File: config.mk
export PLATFORM = sky130hd
export DESIGN_NAME = itw_timer
export DESIGN_NICKNAME = d
export VERILOG_FILES = /design/src/hw/itw_pkg.sv /design/src/hw/itw_timer.sv
export SDC_FILE = /design/constraint.sdc
export NUM_CORES = 1
export LEC_CHECK = 0
export ABC_AREA = 1
export BUFFER_PORTS_ARGS = -buffer_cell sky130_fd_sc_hd__buf_2
export CORE_MARGIN = 1.5
export CORE_UTILIZATION = 58
export CTS_CLUSTER_SIZE = 16
export DETAILED_ROUTE_END_ITERATION = 8
export GPL_ROUTABILITY_DRIVEN = 0
export GPL_TIMING_DRIVEN = 1
export PLACE_DENSITY = 0.82
export SKIP_CTS_REPAIR_TIMING = 1
export SLEW_MARGIN = 20
export SYNTH_ARGS = -nofsm -noshare
export SYNTH_HDL_FRONTEND = slang
export SYNTH_SLANG_ARGS = --single-unit
File: constraint.sdc
create_clock -name core_clk -period 2.43 [get_ports core_clk]
set_input_delay 0.243 -clock core_clk [delete_from_list [all_inputs] [get_ports core_clk]]
set_output_delay 0.243 -clock core_clk [all_outputs]
set_load 0.01 [all_outputs]
File: src/hw/itw_pkg.sv
// ==========================================================
// Interval timer and watchdog shared definitions
package itw_pkg;
	// ==========================================================
	// Register file map, 4-bit registers
	localparam logic [6:0] ITW_WATCHDOG_MODE_ADDR = 7'h03; // watchdog_mode
	localparam logic [6:0] ITW_INTERVAL_TIMER_MODE_ADDR = 7'h13; // interval_timer_mode
	localparam int ITW_RF_W = 4; // Register data width
	localparam logic [3:0] ITW_MODE_RESET = 4'h0; // Reset value of both registers
	// Field positions, interval_timer_mode
	localparam int ITW_POS_PULSE_LO = 0; // interval_pulse_select_lo
	localparam int ITW_POS_PULSE_HI = 1; // interval_pulse_select_hi
	localparam int ITW_POS_CNT_CLEAR = 2; // interval_counter_clear
	localparam int ITW_POS_LEN_SEL = 3; // interval_length_select
	// Field positions, watchdog_mode
	localparam int ITW_POS_WD_ENABLE = 0; // watchdog_enable_bit
	localparam int ITW_POS_WD_RESTART = 3; // watchdog_restart_bit
	// ==========================================================
	// Count pulse sources
	localparam logic [1:0] ITW_SRC_DIV_SLOW = 2'h0; // fcc/8192
	localparam logic [1:0] ITW_SRC_DIV_FAST = 2'h1; // fcc/4096
	localparam logic [1:0] ITW_SRC_TIMER0 = 2'h2; // Timer 0 count-up
	localparam logic [1:0] ITW_SRC_INT_PIN = 2'h3; // External interrupt pin
	localparam int ITW_DIV_SLOW = 8192; // Slow divider ratio
	localparam int ITW_DIV_FAST = 4096; // Fast divider ratio
	localparam int ITW_PRE_W = 13; // Prescaler width, covers the slow ratio
	localparam logic [12:0] ITW_PRE_SLOW_LAST = 13'(ITW_DIV_SLOW - 1);
	localparam logic [11:0] ITW_PRE_FAST_LAST = 12'(ITW_DIV_FAST - 1);
	// ==========================================================
	// Interval and watchdog counts
	localparam int ITW_CNT_W = 7; // Interval counter width
	localparam logic [6:0] ITW_CNT_LONG_LAST = 7'h7F; // 128 pulses
	localparam logic [4:0] ITW_CNT_SHORT_LAST = 5'h1F; // 32 pulses
	localparam logic [6:0] ITW_CNT_ZERO = 7'h00; // Cleared count
	localparam logic [6:0] ITW_CNT_ONE = 7'h01; // Count step
	localparam logic [6:0] ITW_WD_EXPIRE_LOW = 7'h40; // With scaler set: count 192
	// ==========================================================
	// Watchdog state, one-hot
	typedef enum logic [1:0] {
		ITW_WD_IDLE = 2'b01,
		ITW_WD_RUN = 2'b10
	} itw_wd_state_e;
	// Register file request
	typedef struct packed {
		logic wr; // Write strobe
		logic rd; // Read strobe
		logic [6:0] addr; // Register file address
		logic [3:0] wdata; // Write data
	} itw_rf_req_s;
endpackage : itw_pkg

File: src/hw/itw_timer.sv
// Functional notes
// - Select codes 00/01 pick fcc/8192, fcc/4096
// - Codes 10/11 pick timer 0, interrupt pin
// - Counter clear bit clears counter, reads zero
// - Length select zero: interval every 128 pulses
// - Length select one: interval every 32 pulses
// - Enable write starts watchdog; zero never stops
// - Enable bit self-clears, running state held inside
// - Restart bit clears overflow carry flip-flop
// - Enable starts one-bit scaler, eight-bit count
// - Expiry at count 192 issues system reset, held until rst
// - Only device reset stops running watchdog
// - Repeated counter clears suppress interval completion
// - Enabling watchdog leaves interval counter untouched
`timescale 1ns/100ps
`default_nettype none
module itw_timer import itw_pkg::*; (
	input wire logic core_clk, // 200 MHz system clock
	input wire logic rst, // Synchronous, active high
	input wire itw_rf_req_s rf_req, // Register file access
	output logic [3:0] rf_rdata_ff, // Read data, one cycle after rd
	input wire logic tm0_count_up, // Timer 0 count-up pulse
	input wire logic int_pin, // External interrupt pin level
	input wire logic zero_cross_enable, // Route pin via zero-cross detector
	input wire logic zero_cross_out, // Zero-cross detector output level
	output logic interval_irq_ff, // One-cycle interval request
	output logic wd_running_ff, // Watchdog running status
	output logic wd_sys_reset_ff // System reset request, held until rst
);
	// ==========================================================
	// Register write decode
	logic wr_btm; // Write to interval_timer_mode
	logic wr_wdt; // Write to watchdog_mode
	logic cnt_clear; // Counter clear strobe
	logic wd_start; // Watchdog enable strobe
	logic wd_restart; // Scaler clear strobe
	always_comb begin
		wr_btm = 1'b0;
		wr_wdt = 1'b0;
		// Address decode
		if (rf_req.wr && rf_req.addr == ITW_INTERVAL_TIMER_MODE_ADDR) begin
			wr_btm = 1'b1;
		end else if (rf_req.wr && rf_req.addr == ITW_WATCHDOG_MODE_ADDR) begin
			wr_wdt = 1'b1;
		end
		// Self-clearing bits are strobes, never stored
		cnt_clear = wr_btm && rf_req.wdata[ITW_POS_CNT_CLEAR];
		wd_start = wr_wdt && rf_req.wdata[ITW_POS_WD_ENABLE];
		wd_restart = wr_wdt && rf_req.wdata[ITW_POS_WD_RESTART];
	end

	// ==========================================================
	// Mode bits and read port
	logic [1:0] pulse_sel_ff, nxt_pulse_sel; // Count pulse select
	logic len_sel_ff, nxt_len_sel; // interval_length_select
	logic [3:0] nxt_rf_rdata; // Next read data
	always_comb begin
		nxt_pulse_sel = pulse_sel_ff;
		nxt_len_sel = len_sel_ff;
		nxt_rf_rdata = ITW_MODE_RESET;
		if (wr_btm) begin
			nxt_pulse_sel = {rf_req.wdata[ITW_POS_PULSE_HI], rf_req.wdata[ITW_POS_PULSE_LO]};
			nxt_len_sel = rf_req.wdata[ITW_POS_LEN_SEL];
		end
		if (rf_req.rd && rf_req.addr == ITW_INTERVAL_TIMER_MODE_ADDR) begin
			// Clear bit always reads zero
			// clear reads zero
			nxt_rf_rdata[ITW_POS_LEN_SEL] = len_sel_ff;
			nxt_rf_rdata[ITW_POS_PULSE_HI] = pulse_sel_ff[1];
			nxt_rf_rdata[ITW_POS_PULSE_LO] = pulse_sel_ff[0];
		end
		// Watchdog register and unmapped addresses read all zero
	end
	always_ff @(posedge core_clk) begin
		if (rst) begin
			pulse_sel_ff <= 2'h0;
			len_sel_ff <= 1'b0;
			rf_rdata_ff <= ITW_MODE_RESET;
		end else begin
			pulse_sel_ff <= nxt_pulse_sel;
			len_sel_ff <= nxt_len_sel;
			rf_rdata_ff <= nxt_rf_rdata;
		end
	end

	// ==========================================================
	// Prescaler and count pulse selection
	logic [ITW_PRE_W-1:0] pre_ff, nxt_pre; // Free-running divider
	logic pin_prev_ff, nxt_pin_prev; // Last sampled pin level
	logic pin_level; // Pin or zero-cross output
	logic tick_slow; // fcc/8192 tick
	logic tick_fast; // fcc/4096 tick
	logic count_pulse; // Selected pulse this cycle
	always_comb begin
		nxt_pre = pre_ff + 13'h0001;
		tick_slow = (pre_ff == ITW_PRE_SLOW_LAST);
		tick_fast = (pre_ff[11:0] == ITW_PRE_FAST_LAST);
		pin_level = zero_cross_enable ? zero_cross_out : int_pin;
		nxt_pin_prev = pin_level;
		count_pulse = 1'b0;
		case (pulse_sel_ff)
			ITW_SRC_DIV_SLOW: count_pulse = tick_slow;
			ITW_SRC_DIV_FAST: count_pulse = tick_fast;
			ITW_SRC_TIMER0: count_pulse = tm0_count_up;
			// Rising edge counts; the pin is taken as synchronous
			default: count_pulse = pin_level && !pin_prev_ff;
		endcase
	end
	always_ff @(posedge core_clk) begin
		if (rst) begin
			pre_ff <= '0;
			pin_prev_ff <= 1'b0;
		end else begin
			pre_ff <= nxt_pre;
			pin_prev_ff <= nxt_pin_prev;
		end
	end

	// ==========================================================
	// Interval counter, scaler and watchdog
	logic [ITW_CNT_W-1:0] cnt_ff, nxt_cnt; // basic_interval_counter
	logic scaler_ff, nxt_scaler; // Overflow carry flip-flop
	itw_wd_state_e wd_state_ff, nxt_wd_state; // Watchdog state
	logic nxt_irq; // Next interval request
	logic nxt_wd_reset; // Next system reset request
	logic cnt_step; // Counter advances
	logic carry; // Counter wraps past 127
	logic expire; // Eight-bit count at 192
	always_comb begin
		nxt_wd_state = wd_state_ff;
		nxt_cnt = cnt_ff;
		nxt_scaler = scaler_ff;
		// A clear beats a coinciding pulse, so an interval in flight never completes
		cnt_step = count_pulse && !cnt_clear;
		carry = cnt_step && cnt_ff == ITW_CNT_LONG_LAST;
		if (cnt_clear) begin
			nxt_cnt = ITW_CNT_ZERO;
		end else if (cnt_step) begin
			nxt_cnt = cnt_ff + ITW_CNT_ONE;
		end
		nxt_irq = cnt_step && (len_sel_ff ? cnt_ff[4:0] == ITW_CNT_SHORT_LAST : carry);
		case (wd_state_ff)
			ITW_WD_IDLE: if (wd_start) nxt_wd_state = ITW_WD_RUN;
			default: nxt_wd_state = ITW_WD_RUN;
		endcase
		// scaler only while running; carry wins over restart
		if (wd_state_ff == ITW_WD_RUN && carry) begin
			nxt_scaler = 1'b1;
		end else if (wd_restart) begin
			nxt_scaler = 1'b0;
		end
		expire = wd_state_ff == ITW_WD_RUN && scaler_ff && cnt_ff == ITW_WD_EXPIRE_LOW;
		nxt_wd_reset = wd_sys_reset_ff || expire;
	end
	always_ff @(posedge core_clk) begin
		if (rst) begin
			cnt_ff <= ITW_CNT_ZERO;
			scaler_ff <= 1'b0;
			wd_state_ff <= ITW_WD_IDLE;
			wd_running_ff <= 1'b0;
			interval_irq_ff <= 1'b0;
			wd_sys_reset_ff <= 1'b0;
		end else begin
			cnt_ff <= nxt_cnt;
			scaler_ff <= nxt_scaler;
			wd_state_ff <= nxt_wd_state;
			wd_running_ff <= (nxt_wd_state == ITW_WD_RUN);
			interval_irq_ff <= nxt_irq;
			wd_sys_reset_ff <= nxt_wd_reset;
		end
	end
endmodule : itw_timer
`default_nettype wire

Word level (Yosys, flattened, before mapping)
Cells that the tools add are included.
{ "totals": {"regBits": 34, "input_bits": 19, "output_inout_bits": 7, "wordCells": 57} }
{ "classes": {"addsub": 2, "eq_ne": 12, "muxes": 10, "bitwise": 1, "reduce_logical": 20} }
{ "ops": {"columns": ["cell", "count"], "rows": [
  ["== test 7 bit (second input constant)", 2],
  ["adder 13 x 1 -> 13 bit (second input constant)", 1],
  ["== test 13 bit (second input constant)", 1],
  ["logical AND 1 bit", 13],
  ["== test 12 bit (second input constant)", 1],
  ["adder 7 x 1 -> 7 bit (second input constant)", 1],
  ["== test 7 x 2 -> 1 bit (second input constant)", 1],
  ["== test 7 x 5 -> 1 bit (second input constant)", 1],
  ["two-way mux 1 bit", 7],
  ["== test 2 bit (second input constant)", 3],
  ["== test 5 bit (second input constant)", 1],
  ["== test 2 x 1 -> 1 bit (second input constant)", 2],
  ["two-way mux 2 bit", 2],
  ["OR reduction 2 bit", 2],
  ["one-hot mux 1 bit (3 select lines)", 1],
  ["zero test 1 bit", 2],
  ["zero test 2 bit", 1],
  ["nonzero test 2 bit", 1],
  ["logical OR 1 bit", 1],
  ["inverter 1 bit", 1]
]} }

Longest topological paths before layout
{ "depth": {"depth_word": 9, "depth_mapped": 11, "depth_no_buf": 11} }

Worst setup path before layout
No wires, ideal clock.
{ "synth_path": {"path_type": "flip-flop to flip-flop", "from": "register pre_ff[0]", "to": "register cnt_ff[1]", "setup_time_ps": 113, "arrival_ps": 1337, "required_time_ps": 2317, "setup_slack_ps": 980, "stages_incl_launch_ff": 9, "path_buffers": 0, "period_less_slack_ps": 1450, "cell_sequence": "dfxtp_1 -> ha_1 -> nand2_1 -> nor2_4 -> nand4_2 -> a21oi_4 -> nand2_4 -> o21ai_1 -> nor2_1"} }
{ "synth_via": {"elab_chain_len": 3, "word_cells_on_any_way": 4, "cone_classes": "eq/ne: 2; mux: 1; reduce/logical: 1"} }
{ "synth_rtl": {"columns": ["element", "line_no", "text"], "rows": [
  ["from (decl)", "itw_timer.sv:88", "logic [ITW_PRE_W-1:0] pre_ff, nxt_pre;"],
  ["from (signal assigned)", "itw_timer.sv:114", "pre_ff <= nxt_pre;"],
  ["== test 13 bit or == test 12 bit (tied branches)", "itw_timer.sv:96, itw_timer.sv:97", null],
  ["one-hot mux 1 bit (3 select lines) (*)", "itw_timer.sv:101", "case (pulse_sel_ff)"],
  ["logical AND 1 bit (*)", "itw_timer.sv:134", "cnt_step = count_pulse && !cnt_clear;"],
  ["to (signal assigned)", "itw_timer.sv:164", "cnt_ff <= nxt_cnt;"],
  ["to (decl)", "itw_timer.sv:121", "logic [ITW_CNT_W-1:0] cnt_ff, nxt_cnt;"]
]} }
Every way passes the cells marked *; elsewhere a longest branch is shown, timed or not.
A chain may end at the register's enable or synchronous reset.

Worst setup path after layout
{ "layout_path": {"from": "register pre_ff[0]", "to": "register cnt_ff[4]"} }
The elaborated chain is that of the path after synthesis.

==> impl_metrics.csv <==
group,metric,value,unit
yosys,yosysUniqueCellTypes,32,
yosys,ys_top_cells_by_area,"dfxtp_1 (43%), a21oi_1 (6.2%), nor2_1 (6.2%), nand2_1 (5.9%), inv_1 (5.2%)",
worst_setup_path,cpPeakStageDelay,0.36,ns
placement,io_buffers,24,
floorplan,rows,18,
worst_setup_path,r2r_end,"cnt_ff[4]",
floorplan,die_w,54.2,µm
yosys,synthCells,194,
worst_setup_path,rr_startpoint,"pre_ff[0]",
timing,maxClockFrequency,626,MHz
cts,clockBufferDepth,2,
power_and_ir_drop,p_leak,0.710,nW
global_route,grt_max_degree,14,
cts,insertion_delay,0.34,ns
timing,final_max_slew_viol_count,0,
worst_setup_path,critPathKind,"flip-flop to flip-flop",
worst_setup_path,reg2reg_slack,0.83,ns
job,drv_cap,0,
yosys,synth_area,1520,µm²
detailed_routing,vias,1286,
worst_setup_path,critPathLaunch,"pre_ff[0]",
yosys,ys_async_sr_fraction,0,%
finish,nNetsFinal,245,
yosys,synth_commonest_cells,"dfxtp_1 (33), nor2_1 (25), nand2_1 (24)",
outcome,status,"finished clean",
timing,skew,0.00755,ns
timing,worst_slack,0.833,ns
yosys,synth_edf_count,0,
worst_setup_path,cp-start-kind,"flip-flop",
floorplan,io_pins,26,
cts,path_clk_slew,0.10,ns
timing,hold_viol,0,
worst_setup_path,crit_slowest_cell,"dfxtp_1",
worst_setup_path,crit_path_cell_trace,"ha_1, nand2_1, nor2_4, nand4_2, a21oi_4, nand2_4, o21ai_1, nor2_1",
global_route,grt_usage,21.3,%
min_path,hold_class,"primary input to flip-flop",
detailed_routing,wl_per_cell,11.4,µm
finish,layout-drive-gt1-share,23.4,%
cts,htreeDepth,2,
yosys,synth_fp_nets,217,
worst_setup_path,crit_buf_inv,0,
detailed_routing,drt_iter0_markers,26,
worst_setup_path,crit_family,"simple AND/OR/NAND/NOR gates",
detailed_routing,drt_wl_total,2.86,mm
detailed_routing,postRouteAntennaNets,0,
placement,hpwl,2.22,mm
timing,setup_viol,0,
cts,cts_tree,"done",
finish,syn2layout_area_growth,13.0,%
worst_setup_path,critical_path_required,2.67,ns
power_and_ir_drop,max-vdd-ir-drop,0.500,mV
yosys,synth_area_per_cell,7.85,µm²
floorplan,die_h,54.2,µm
cts,cts-root-buf,"clkbuf_4",
global_route,grt_pass1_vias,1039,
cts,cts_made_buffers,5,
global_route,grt_pass1_wl,4.29,mm
detailed_routing,drc,0,
worst_setup_path,crit_path_end,"cnt_ff[4]",
worst_setup_path,worstRegToRegCells,8,
yosys,synth_ff_type,"dfxtp_1",
yosys,synth_top_area_cell,"dfxtp_1",
finish,n_antenna_cell,0,
power_and_ir_drop,pwr_density_cell,538,nW/µm²
worst_setup_path,cp.depth,8,
yosys,ys_seq_area_share,43.4,%
timing,finalCritPeriodShare,65.7,%
global_route,grt_overflow,0,
detailed_routing,vias_per_cell,5.10,
finish,fill_cells,211,
yosys,ys_seq_elements,33,
global_route,antenna_found_initial,0,
yosys,synth_top_cell_area_share,43.4,%
detailed_routing,drtPass1Iterations,4,
placement,dp_slack,0.838,ns
timing,rsz0062_at_grt,"false",
min_path,hold_path_depth,3,
worst_setup_path,endpoint_kind,"flip-flop",
timing,finalSetupTns,0,ns
yosys,yosysMostFrequentCell,"dfxtp_1",
timing,fin_crit,1.60,ns
yosys,yosysWarnings,0,
floorplan,start_util,61.5,%
floorplan,fp.coreArea,2480,µm²
cts,clock_sinks,33,
worst_setup_path,crit_arrival,1.84,ns
worst_setup_path,cp_max_fo,9,
floorplan,dieArea,2940,µm²
==> per-stage QoR <==
step	instance area, µm²	hold WS (ns)	cells	total power, mW	util [%]
after detailed placement	1670	0.440	245	0.623	67.2
after global placement	1670	0.429	245	0.620	67.2
after global routing	1720	0.178	252	0.955	69.4
final	1720	0.163	252	0.925	69.4
after floorplan	1520	0.406	194	0.600	-
after CTS	1720	0.162	252	0.925	69.4
==> logic make-up (layout without fill, tap and decap cells) <==
group | count (synthesis) | in the layout | synth area share [%]
and+or+nand+nor | 85 | 85 | 28.8
adders and majority gates | 4 | 4 | 3.29
AOI/OAI and AO/OA | 34 | 34 | 12.7
other | 1 | 1 | 0.246
buffers and inverters | 31 | 59 | 8.14
DFF | 33 | 33 | 43.4
xor gates and xnor gates | 6 | 6 | 3.45
==> registers in the layout, summed over array words and instances, names as in the netlist <==
register / cells
wd_state_ff: 2
wd_sys_reset_ff: 1
wd_running_ff: 1
pulse_sel_ff: 2
cnt_ff: 7
pin_prev_ff: 1
rf_rdata_ff: 3
len_sel_ff: 1
interval_irq_ff: 1
scaler_ff: 1
pre_ff: 13
==> worst reg2reg max path, cell delays in order (launching register included) <==
cell and delay [ns]:
dfxtp_1 0.36, ha_1 0.17, nand2_1 0.12, nor2_4 0.15, nand4_2 0.14, a21oi_4 0.24, nand2_4 0.13, o21ai_1 0.15
nor2_1 0.05
==> area by class of cell <==
class / count / area (µm²) / area share, %
multi-input cells: 130 / 738 / 42.9
flip-flops and latches: 33 / 661 / 38.4
repair buffers: 24 / 120 / 6.98
inverters: 28 / 109 / 6.33
clock buffers: 7 / 55.1 / 3.20
well taps: 30 / 37.5 / 2.18
==> worst min path at each step <==
stage                   start          end
6_report       zero_cross_out  pin_prev_ff
5_1_grt               int_pin  pin_prev_ff
2_1_floorplan  zero_cross_out  pin_prev_ff
3_5_place_dp        pre_ff[0]    pre_ff[0]
3_3_place_gp        pre_ff[0]    pre_ff[0]
4_1_cts               int_pin  pin_prev_ff
==> cells in the final DEF (no fill, tap or decap), types with 3 or more instances in the layout <==
cell type,Yosys,routed
buf_2,0,24
nor3_1,4,4
nor2_4,4,4
dfxtp_1,33,33
ha_1,4,4
nand2_2,4,4
o21ai_0,8,8
clkbuf_4,0,5
nor2_1,25,25
clkinv_2,3,3
inv_1,21,21
a21oi_1,19,19
nand3_1,11,11
nand4_1,4,4
o21ai_1,3,3
nand2_1,24,24
xor2_1,4,4
==> where the power goes <==
part	leakage [nW]	internal (mW)	switching [mW]	total, mW
logic	0.412	0.0223	0.0315	0.0538
clock network	0.0314	0.136	0.179	0.315
registers	0.267	0.551	0.00488	0.556
total	0.710	0.710	0.215	0.925
==> layer usage <==
layer,wire [µm],up-vias,track usage (%)
li1,-,680,-
met1,1300,580,24.5
met2,1410,20,34.1
met3,110,6,9.29
met4,49,0,9.58
met5,0,-,0
Power figures use the tool's default switching activity.
